<file path="src/uie_pkg.sv">
/*
 * Constants for the UART interrupt mask, source status and FIFO control block.
 * Assumes a single 125 MHz clock and a plain strobe register port.
 */
package uie_pkg;
    // Register indices on the local port
    localparam logic [2:0] ADDR_RX_DATA = 3'h0;
    localparam logic [2:0] ADDR_MASK = 3'h1;
    localparam logic [2:0] ADDR_SOURCE = 3'h2;
    localparam logic [2:0] ADDR_FIFO_CTRL = 3'h2;
    localparam logic [2:0] ADDR_LINE_STATUS = 3'h5;
    localparam logic [2:0] ADDR_MODEM_STATUS = 3'h6;
    localparam logic [2:0] ADDR_ENH_MODE = 3'h7;
    // Interrupt mask fields
    localparam int MASK_RX = 0;
    localparam int MASK_TX = 1;
    localparam int MASK_LINE = 2;
    localparam int MASK_MODEM = 3;
    localparam int MASK_SLEEP = 4;
    localparam int MASK_XOFF = 5;
    localparam int MASK_RTS = 6;
    localparam int MASK_CTS = 7;
    localparam logic [7:0] MASK_RESET = 8'h00;
    localparam logic [7:0] MASK_LOW_BITS = 8'h0F;
    // FIFO control and enhanced mode fields
    localparam int FC_ENABLE = 0;
    localparam int FC_WAKE = 3;
    localparam int FC_TX_TRIG_LO = 4;
    localparam int FC_RX_TRIG_LO = 6;
    localparam int EMS_LINE_SEL = 6;
    // Source codes, bits 5..0
    localparam logic [5:0] CODE_LINE = 6'h06;
    localparam logic [5:0] CODE_TIMEOUT = 6'h0C;
    localparam logic [5:0] CODE_RX = 6'h04;
    localparam logic [5:0] CODE_TX = 6'h02;
    localparam logic [5:0] CODE_MODEM = 6'h00;
    localparam logic [5:0] CODE_CHAR = 6'h10;
    localparam logic [5:0] CODE_FLOW = 6'h20;
    localparam logic [5:0] CODE_NONE = 6'h01;
    // Trigger tables
    localparam logic [5:0] RX_TRIG_0 = 6'h08;
    localparam logic [5:0] RX_TRIG_1 = 6'h10;
    localparam logic [5:0] RX_TRIG_2 = 6'h18;
    localparam logic [5:0] RX_TRIG_3 = 6'h1C;
    localparam logic [5:0] TX_TRIG_0 = 6'h10;
    localparam logic [5:0] TX_TRIG_1 = 6'h08;
    localparam logic [5:0] TX_TRIG_2 = 6'h18;
    localparam logic [5:0] TX_TRIG_3 = 6'h1E;
    // Timeout span: four characters plus twelve bits, in bit times
    localparam int TIMEOUT_CHARS = 4;
    localparam int TIMEOUT_BITS = 12;
    typedef enum logic [2:0] {
        UIE_SRC_NONE, UIE_SRC_LINE, UIE_SRC_TIMEOUT, UIE_SRC_RX,
        UIE_SRC_TX, UIE_SRC_MODEM, UIE_SRC_CHAR, UIE_SRC_FLOW
    } uie_src_e;
endpackage : uie_pkg

</file>
<file path="src/uie_core.sv">
/*
 * Interrupt mask, priority encoding, source status and clearing of a FIFO UART,
 * plus FIFO control and line status bits that feed them.
 * Assumes the receiver, transmitter, FIFOs and modem unit give synchronous levels
 * and one-cycle event pulses; a bit time arrives as a one-cycle enable pulse.
 */
`timescale 1ns/10ps
`default_nettype none

// Overview of operation
// - FIFO receive interrupt follows trigger level
// - Data ready set on push, cleared empty
// - All mask bits clear gives polled mode, bar wakeup and an already pending flow source
// - Line status bits report rx, tx state
// - Receive interrupt on data or trigger
// - Transmit interrupt on empty, trigger, enable
// - Line interrupt on overrun or errored char
// - Modem interrupt on any change bit
// - Upper mask bits need enhanced enable
// - Flow pin rising edge interrupt
// - Status read gives highest pending code
// - Codes for priorities one to four
// - Codes for priorities five to seven
// - Timeout after four chars twelve bits
// - Transmit interrupt cleared by read or write
// - Line, modem reads clear their interrupts
// - Status read clears char interrupts
// - Wakeup interrupt cleared by status read
// - Bit zero low while pending, except wakeup
// - Bits four, five flag char, flow
// - Bits seven, six show FIFO enable
// - FIFO enable gates other control bits
// - Receive trigger 8, 16, 24, 28
// - Transmit trigger 16, 8, 24, 30
module uie_core #(
    parameter int CHAR_BITS = 10,
    parameter int LVL_W = 6
) (
    input wire logic ref_clk,
    input wire logic rstn,
    input wire logic [2:0] addr,
    input wire logic [7:0] wdata,
    input wire logic wr,
    input wire logic rd,
    output logic [7:0] rdata,
    input wire logic enh_enable,
    input wire logic [LVL_W-1:0] rx_level,
    input wire logic [LVL_W-1:0] tx_level,
    input wire logic rx_push,
    input wire logic rx_char_tick,
    input wire logic bit_tick,
    input wire logic thr_empty,
    input wire logic tx_all_empty,
    input wire logic overrun_evt,
    input wire logic [2:0] head_errors,
    input wire logic push_errored,
    input wire logic fifo_has_error,
    input wire logic [3:0] modem_changes,
    input wire logic char_match_evt,
    input wire logic special_char_evt,
    input wire logic auto_rts,
    input wire logic auto_cts,
    input wire logic rts_pin,
    input wire logic cts_pin,
    input wire logic wake_evt,
    output logic fifo_enable,
    output logic [1:0] rx_trig_sel,
    output logic [1:0] tx_trig_sel,
    output logic sleep_enable,
    output logic wake_int_enable,
    output logic irq
);
    ////////////////////////////////////////////////////////////////////////////
    localparam int TO_BITS = uie_pkg::TIMEOUT_CHARS * CHAR_BITS + uie_pkg::TIMEOUT_BITS;

    logic [7:0] mask, next_mask;
    logic fifo_en, next_fifo_en;
    logic [1:0] rx_sel, next_rx_sel, tx_sel, next_tx_sel;
    logic wake_en, next_wake_en, line_sel, next_line_sel;
    logic line_p, next_line_p, tx_p, next_tx_p, to_p, next_to_p;
    logic char_p, next_char_p, flow_p, next_flow_p, wake_p, next_wake_p;
    logic [3:0] modem_p, next_modem_p;
    logic overrun, next_overrun;
    logic rts_d, cts_d, next_rts_d, next_cts_d;
    logic [7:0] to_cnt, next_to_cnt;
    logic [LVL_W-1:0] rx_trig, tx_trig;
    logic data_ready, rx_p, err_now;
    logic [7:0] src_reg, line_reg, next_rdata;
    logic [5:0] code;
    uie_pkg::uie_src_e top;
    logic rd_src, rd_line, rd_modem, rd_rx, wr_mask, wr_fc, wr_tx;

    assign rd_src = rd && addr == uie_pkg::ADDR_SOURCE;
    assign rd_line = rd && addr == uie_pkg::ADDR_LINE_STATUS;
    assign rd_modem = rd && addr == uie_pkg::ADDR_MODEM_STATUS;
    assign rd_rx = rd && addr == uie_pkg::ADDR_RX_DATA;
    assign wr_mask = wr && addr == uie_pkg::ADDR_MASK;
    assign wr_fc = wr && addr == uie_pkg::ADDR_FIFO_CTRL;
    assign wr_tx = wr && addr == uie_pkg::ADDR_RX_DATA;

    ////////////////////////////////////////////////////////////////////////////
    // Trigger tables
    always_comb begin
        case (rx_sel)
            2'h0: rx_trig = LVL_W'(uie_pkg::RX_TRIG_0);
            2'h1: rx_trig = LVL_W'(uie_pkg::RX_TRIG_1);
            2'h2: rx_trig = LVL_W'(uie_pkg::RX_TRIG_2);
            default: rx_trig = LVL_W'(uie_pkg::RX_TRIG_3);
        endcase
        case (tx_sel)
            2'h0: tx_trig = LVL_W'(uie_pkg::TX_TRIG_0);
            2'h1: tx_trig = LVL_W'(uie_pkg::TX_TRIG_1);
            2'h2: tx_trig = LVL_W'(uie_pkg::TX_TRIG_2);
            default: tx_trig = LVL_W'(uie_pkg::TX_TRIG_3);
        endcase
    end

    // Receive level interrupt is a live level, so it drops with the FIFO
    assign data_ready = rx_level != '0;
    assign rx_p = fifo_en ? (rx_level >= rx_trig) : data_ready;
    assign err_now = line_sel ? push_errored : (head_errors != 3'h0);

    ////////////////////////////////////////////////////////////////////////////
    // Control registers
    always_comb begin
        next_mask = mask;
        next_fifo_en = fifo_en;
        next_rx_sel = rx_sel;
        next_tx_sel = tx_sel;
        next_wake_en = wake_en;
        next_line_sel = line_sel;
        if (wr_mask) begin
            // Upper half locked unless enhanced functions are enabled
            next_mask[3:0] = wdata[3:0];
            if (enh_enable) begin
                next_mask[7:4] = wdata[7:4];
            end
        end else if (wr_fc) begin
            next_fifo_en = wdata[uie_pkg::FC_ENABLE];
            if (wdata[uie_pkg::FC_ENABLE]) begin
                next_rx_sel = wdata[uie_pkg::FC_RX_TRIG_LO +: 2];
                if (enh_enable) begin
                    next_tx_sel = wdata[uie_pkg::FC_TX_TRIG_LO +: 2];
                    next_wake_en = wdata[uie_pkg::FC_WAKE];
                end
            end
        end else if (wr && addr == uie_pkg::ADDR_ENH_MODE) begin
            next_line_sel = wdata[uie_pkg::EMS_LINE_SEL];
        end
    end

    always_ff @(posedge ref_clk) begin
        if (!rstn) begin
            mask <= uie_pkg::MASK_RESET;
            fifo_en <= 1'b0;
            rx_sel <= 2'h0;
            tx_sel <= 2'h0;
            wake_en <= 1'b0;
            line_sel <= 1'b0;
        end else begin
            mask <= next_mask;
            fifo_en <= next_fifo_en;
            rx_sel <= next_rx_sel;
            tx_sel <= next_tx_sel;
            wake_en <= next_wake_en;
            line_sel <= next_line_sel;
        end
    end

    ////////////////////////////////////////////////////////////////////////////
    // Edge helpers for the transmit source
    logic thr_d, tx_dec, thr_rise;
    logic [LVL_W-1:0] tx_lvl_d;
    assign thr_rise = thr_empty && !thr_d;
    assign tx_dec = tx_level < tx_lvl_d;

    // Sticky sources; a new event wins over a clearing access, except timeout, where a receive read restarts the timer
    always_comb begin
        next_rts_d = rts_pin;
        next_cts_d = cts_pin;
        next_overrun = overrun_evt ? 1'b1 : (rd_line ? 1'b0 : overrun);
        next_line_p = line_p;
        if (rd_line) next_line_p = 1'b0;
        if (overrun_evt || err_now) next_line_p = 1'b1;
        next_tx_p = tx_p;
        if (rd_src || wr_tx) next_tx_p = 1'b0;
        if (fifo_en ? (tx_level == tx_trig - LVL_W'(1) || tx_level == '0) && tx_dec : thr_rise)
            next_tx_p = 1'b1;
        if (wr_mask && wdata[uie_pkg::MASK_TX] && !mask[uie_pkg::MASK_TX] && thr_empty)
            next_tx_p = 1'b1;
        next_modem_p = rd_modem ? 4'h0 : modem_p;
        next_modem_p = next_modem_p | modem_changes;
        next_char_p = char_p;
        if (rd_src || (rx_push && !char_match_evt)) next_char_p = 1'b0;
        if (char_match_evt || special_char_evt) next_char_p = 1'b1;
        next_flow_p = flow_p;
        if (rd_modem) next_flow_p = 1'b0;
        if ((auto_rts && mask[uie_pkg::MASK_RTS] && rts_pin && !rts_d) ||
            (auto_cts && mask[uie_pkg::MASK_CTS] && cts_pin && !cts_d)) next_flow_p = 1'b1;
        next_wake_p = wake_p;
        if (rd_src) next_wake_p = 1'b0;
        if (wake_evt && wake_en) next_wake_p = 1'b1;
        // Timer restarts on each push or host read, counts bit times while data waits
        next_to_cnt = to_cnt;
        next_to_p = to_p;
        if (rd_rx) next_to_p = 1'b0;
        if (rx_push || rd_rx || !data_ready || !fifo_en) begin
            next_to_cnt = 8'h00;
        end else if (bit_tick && to_cnt != 8'(TO_BITS)) begin
            next_to_cnt = to_cnt + 8'h01;
            if (to_cnt == 8'(TO_BITS - 1)) next_to_p = 1'b1;
        end
    end

    always_ff @(posedge ref_clk) begin
        if (!rstn) begin
            line_p <= 1'b0;
            tx_p <= 1'b0;
            to_p <= 1'b0;
            modem_p <= 4'h0;
            char_p <= 1'b0;
            flow_p <= 1'b0;
            wake_p <= 1'b0;
            overrun <= 1'b0;
            rts_d <= 1'b0;
            cts_d <= 1'b0;
            to_cnt <= 8'h00;
            thr_d <= 1'b1;
            tx_lvl_d <= '0;
        end else begin
            line_p <= next_line_p;
            tx_p <= next_tx_p;
            to_p <= next_to_p;
            modem_p <= next_modem_p;
            char_p <= next_char_p;
            flow_p <= next_flow_p;
            wake_p <= next_wake_p;
            overrun <= next_overrun;
            rts_d <= next_rts_d;
            cts_d <= next_cts_d;
            to_cnt <= next_to_cnt;
            thr_d <= thr_empty;
            tx_lvl_d <= tx_level;
        end
    end

    ////////////////////////////////////////////////////////////////////////////
    // Priority encoder: only the top pending enabled source is reported
    always_comb begin
        top = uie_pkg::UIE_SRC_NONE;
        code = uie_pkg::CODE_NONE;
        if (line_p && mask[uie_pkg::MASK_LINE]) begin
            top = uie_pkg::UIE_SRC_LINE;
            code = uie_pkg::CODE_LINE;
        end else if (to_p && mask[uie_pkg::MASK_RX]) begin
            top = uie_pkg::UIE_SRC_TIMEOUT;
            code = uie_pkg::CODE_TIMEOUT;
        end else if (rx_p && mask[uie_pkg::MASK_RX]) begin
            top = uie_pkg::UIE_SRC_RX;
            code = uie_pkg::CODE_RX;
        end else if (tx_p && mask[uie_pkg::MASK_TX]) begin
            top = uie_pkg::UIE_SRC_TX;
            code = uie_pkg::CODE_TX;
        end else if (modem_p != 4'h0 && mask[uie_pkg::MASK_MODEM]) begin
            top = uie_pkg::UIE_SRC_MODEM;
            code = uie_pkg::CODE_MODEM;
        end else if (char_p && mask[uie_pkg::MASK_XOFF] && enh_enable) begin
            top = uie_pkg::UIE_SRC_CHAR;
            code = uie_pkg::CODE_CHAR;
        end else if (flow_p && enh_enable) begin
            top = uie_pkg::UIE_SRC_FLOW;
            code = uie_pkg::CODE_FLOW;
        end
    end

    // Wakeup reports the none code yet still drives the output
    assign irq = (top != uie_pkg::UIE_SRC_NONE) || wake_p;
    assign src_reg = {fifo_en, fifo_en, code};
    assign line_reg = {fifo_has_error, tx_all_empty, thr_empty, head_errors, overrun, data_ready};

    ////////////////////////////////////////////////////////////////////////////
    // Read port
    always_comb begin
        next_rdata = 8'h00;
        if (!rd) begin
            next_rdata = 8'h00;
        end else if (addr == uie_pkg::ADDR_MASK) begin
            next_rdata = mask;
        end else if (addr == uie_pkg::ADDR_SOURCE) begin
            next_rdata = src_reg;
        end else if (addr == uie_pkg::ADDR_LINE_STATUS) begin
            next_rdata = line_reg;
        end else begin
            next_rdata = 8'h00;
        end
    end

    always_ff @(posedge ref_clk) begin
        if (!rstn) begin
            rdata <= 8'h00;
        end else begin
            rdata <= next_rdata;
        end
    end

    assign fifo_enable = fifo_en;
    assign rx_trig_sel = rx_sel;
    assign tx_trig_sel = tx_sel;
    assign sleep_enable = mask[uie_pkg::MASK_SLEEP];
    assign wake_int_enable = wake_en;

    ////////////////////////////////////////////////////////////////////////////
    property p_src_idle;
        @(posedge ref_clk) disable iff (!rstn) rd_src && !irq |=> rdata[0];
    endproperty
    a_src_idle: assert property (p_src_idle) else $error("idle code bit not set");

    property p_fifo_bits;
        @(posedge ref_clk) disable iff (!rstn) rd_src |=> rdata[7:6] == {2{$past(fifo_en)}};
    endproperty
    a_fifo_bits: assert property (p_fifo_bits) else $error("fifo status bits wrong");

    property p_upper_lock;
        @(posedge ref_clk) disable iff (!rstn) wr_mask && !enh_enable |=> $stable(mask[7:4]);
    endproperty
    a_upper_lock: assert property (p_upper_lock) else $error("upper mask written while locked");

    property p_line_first;
        @(posedge ref_clk) disable iff (!rstn) line_p && mask[uie_pkg::MASK_LINE] && rd_src
            |=> rdata[5:0] == uie_pkg::CODE_LINE;
    endproperty
    a_line_first: assert property (p_line_first) else $error("line status not top priority");

    property p_rx_trig;
        @(posedge ref_clk) disable iff (!rstn) fifo_en && mask[uie_pkg::MASK_RX] && rx_level >= rx_trig |-> irq;
    endproperty
    a_rx_trig: assert property (p_rx_trig) else $error("receive trigger missed");

    property p_tx_clear;
        @(posedge ref_clk) disable iff (!rstn) wr_tx && !thr_rise && !(fifo_en && tx_dec) |=> !tx_p;
    endproperty
    a_tx_clear: assert property (p_tx_clear) else $error("transmit source not cleared");

    property p_modem;
        @(posedge ref_clk) disable iff (!rstn) modem_changes != 4'h0 && mask[uie_pkg::MASK_MODEM] |=> irq;
    endproperty
    a_modem: assert property (p_modem) else $error("modem change ignored");

    property p_fc_gate;
        @(posedge ref_clk) disable iff (!rstn) wr_fc && !wdata[uie_pkg::FC_ENABLE] |=> $stable(rx_sel);
    endproperty
    a_fc_gate: assert property (p_fc_gate) else $error("trigger written without enable");

    property p_ready;
        @(posedge ref_clk) disable iff (!rstn) rd_line |=> rdata[0] == ($past(rx_level) != '0);
    endproperty
    a_ready: assert property (p_ready) else $error("data ready bit wrong");

    property p_wake_clear;
        @(posedge ref_clk) disable iff (!rstn) rd_src && !wake_evt |=> !wake_p;
    endproperty
    a_wake_clear: assert property (p_wake_clear) else $error("wakeup source not cleared");

    property p_timeout_clear;
        @(posedge ref_clk) disable iff (!rstn) rd_rx |=> !to_p;
    endproperty
    a_timeout_clear: assert property (p_timeout_clear) else $error("timeout source not cleared");

    property p_char_clear;
        @(posedge ref_clk) disable iff (!rstn) rd_src && !char_match_evt && !special_char_evt |=> !char_p;
    endproperty
    a_char_clear: assert property (p_char_clear) else $error("character source not cleared");
endmodule : uie_core

`default_nettype wire

</file>
<file path="config.mk">
export PLATFORM = sky130hd
export DESIGN_NAME = uie_core
export DESIGN_NICKNAME = d
export VERILOG_FILES = /design/src/uie_pkg.sv /design/src/uie_core.sv
export SDC_FILE = /design/constraint.sdc
export NUM_CORES = 1
export LEC_CHECK = 0
export BUFFER_PORTS_ARGS = -buffer_cell sky130_fd_sc_hd__buf_2
export CORE_MARGIN = 2
export CORE_UTILIZATION = 53
export CTS_CLUSTER_DIAMETER = 100
export DETAILED_ROUTE_END_ITERATION = 8
export GPL_TIMING_DRIVEN = 0
export PLACE_DENSITY = 0.77
export SLEW_MARGIN = 25
export SYNTH_ARGS = -nofsm -noshare
export SYNTH_HDL_FRONTEND = slang
export SYNTH_SLANG_ARGS = --single-unit
</file>
<file path="constraint.sdc">
create_clock -name ref_clk -period 5.15 [get_ports ref_clk]
set_input_delay 0.515 -clock ref_clk [delete_from_list [all_inputs] [get_ports ref_clk]]
set_output_delay 0.515 -clock ref_clk [all_outputs]
set_load 0.02 [all_outputs]
</file>
==> impl_metrics.ini <==
[routing]
vias = 2313
detail_route.vias_per_cell = 5.560
dr.pass1.iters = 4
ant_nets = 0
wl_um = 5981
drc = 0
detail_route.wl_per_cell_um = 14.38
drtIter0Drc = 247

[sta]
fin_skew_ps = 5.739
tns_ps = 0
finalSetupViolations = 0
slew-limit-headroom_pct = 63.16
timing_worst_slew_pin_value_ps = 545.5
fin_crit_ps = 2939
rsz0062_at_grt = false
period_share_pct = 57.06
hold_violations = 0
drv_slew = 0
max_freq_mhz = 340.3

[clocking]
post_cts_buffers = 0
cts-resized-gates = 0
h-tree-depth = 2
root_buffer = clkbuf_8
ctsHoldBuffers = 0
clk_path_buf_depth = 2
numCtsBuffers = 5
clk_latency_ps = 300
cts_tree = done
clk_pin_slew_worst_paths_ps = 90
cts.sinks = 51

[synthesis]
synth-seq-cells = 51
synth.yosys.seq_area_share_pct = 40.04
synth_nets = 356
synth-xor-area-share_pct = 3.091
synth_top_family_by_area = simple AND/OR/NAND/NOR gates
yosys_warnings = 0
synthSimpleGateAreaFrac_pct = 25.42
synth_area_per_cell_um2 = 8.733
synthMuxAreaShare_pct = 5.250
synth_common_cells = 51 x dfxtp_1, 35 x nor2_1, 25 x a21oi_1, 19 x nand2_1
synth_edf_count = 0
yosysUniqueCellTypes = 53
ys.flop_type = dfxtp_1
synth_top_area_share_pct = 40.04
synth_compound_area_share_pct = 15.55
synthTopCellsByArea = dfxtp_1 40%, ha_1 6.9%, nor2_1 5.2%
ys_async_sr_fraction_pct = 0
synthMostInstantiatedCell = dfxtp_1
synth-adder-area-share_pct = 6.869
syn_area_mm2 = 0.002550
yosysTopAreaCell = dfxtp_1
synthCells = 292

[global_route]
grt_max_degree = 17
use_met3_pct = 4.664
grt_util_met1_pct = 33.05
overflow = 0
grt_use_total_pct = 23.17
grt_pass1_vias = 2042
antenna_found_initial = 0
grt_pass1_wl_um = 9673
top_usage_layer = met2
use_met2_pct = 35.84

[hold_path]
whs_path_depth = 3
min_to = modem_p[1]$_SDFF_PN0_
hold_class = input pin to flop
worstHoldStart = modem_changes[1]

[worst_setup_path]
cp.required_ps = 4640
cp_max_fo = 6
r2r_start = rx_trig_sel[1]$_SDFFE_PN0P_
cp-start-kind = flop
r2r_cells = 6
reg2reg_slack_ps = 3230
critical_path_arrival_ps = 2420
endpoint_kind = output pin
r2r-end = rdata[4]$_SDFF_PN0_
critical_path_class = flop to output pin

[floorplan]
start_util_pct = 54.35
ioPinCount = 66
rows = 25
fp.dieH_um = 73.36
dieArea_mm2 = 0.005382
die_w_um = 73.36
fp.coreArea_mm2 = 0.004692

[power_and_ir_drop]
p_per_area_mw_per_mm2 = 269.7
power.leakage_uw = 0.001337
max-vdd-ir-drop_v = 0.0001676

[layout]
fin_nets = 425
postLayoutCoreUtil_pct = 65.31
final_layout_size_suffix_gt1_share_pct = 22.65
area_growth_pct = 20.17
antenna_cells = 0

[outcome]
status = completed

[flow_run]
cap_viol_max_count = 0

[placement]
dpl.hpwl_um = 4629
portBuffers = 62
place_congestion = 0.9515
stage by stage:
step           hold WS, ps  instance area, um^2  worst slack (ps)  cells  total power (uW)
2_1_floorplan        442.2                 2550              2613    292             468.1
3_3_place_gp         465.2                 2928              2406    408             505.9
3_5_place_dp         476.2                 2928              2376    408             507.9
4_1_cts              406.8                 3064              2194    416             833.0
5_1_grt              418.6                 3064              2027    416             858.1
6_report             413.7                 3064              2211    416             826.4
critical path, cell delays in order, from the launching register on:
cell and delay [ps]:
dfxtp_1 420, and2_1 150, ha_1 220, and4bb_1 210
o31ai_2 250, a221oi_2 160, or4b_1 530, buf_2 180
power breakdown:
group	total (uW)	internal, uW	switching (uW)
Clock	327	194	133
Sequential	411	405	5.71
Combinational	88.8	39.0	49.8
cells in the final DEF, fill, tap and decap left out, drive strengths merged, types with 3 or more instances in the layout:
cell	count
xor2	6
nand4	11
ha	14
nand2b	4
xnor2	3
nand4b	3
nor3	3
o211ai	3
mux2	3
inv	14
nand3	11
o21ai	9
a21oi	25
mux2i	10
clkbuf	11
dfxtp	51
nand2	19
buf	65
o31ai	3
nor2	35
nor2b	10
and2	11
and3	3
kinds of logic (layout without fill, tap and decap cells):
kind of cell / count (synthesis) / after routing
and+or+nand+nor: 122 / 122
AOI/OAI and AO/OA: 59 / 59
DFF: 51 / 51
buffers and inverters: 24 / 94
muxes: 13 / 13
adders and majority gates: 14 / 14
xor gates and xnor gates: 9 / 9
state kept, by name, indices dropped and copies added, names as in the netlist, 2 cells and up:
name         count
mask             8
rdata            8
to_cnt           8
tx_lvl_d         6
modem_p          4
rx_trig_sel      2
tx_trig_sel      2
worst max-delay path by stage:
stage / endpoint / cells after the start / from
4_1_cts: irq / 7 / rx_trig_sel[0]$_SDFFE_PN0P_
5_1_grt: irq / 7 / rx_trig_sel[0]$_SDFFE_PN0P_
3_5_place_dp: irq / 8 / rx_level[2]
6_report: irq / 7 / rx_trig_sel[1]$_SDFFE_PN0P_
2_1_floorplan: irq / 6 / rx_trig_sel[0]$_SDFFE_PN0P_
3_3_place_gp: irq / 8 / rx_level[2]
final cells by class:
type                            instances  area [um^2]
Buffer                                  9        40.04
Clock buffer                            5        68.82
Clock inverter                          3        67.56
Fill cell                             404         1628
Inverter                               15        56.30
Multi-Input combinational cell        217         1433
Sequential cell                        51         1021
Tap cell                               54        67.56
Timing Repair Buffer                   62        310.3
layer usage:
| layer | vias to the layer above | routed length, um |
|---|---|---|
| met3 | 4 | 490 |
| li1 | 1179 | - |
| met5 | - | 0 |
| met1 | 1042 | 2696 |
| met4 | 0 | 56 |
| met2 | 88 | 2737 |
No activity file was read; power rests on OpenSTA's default activity.
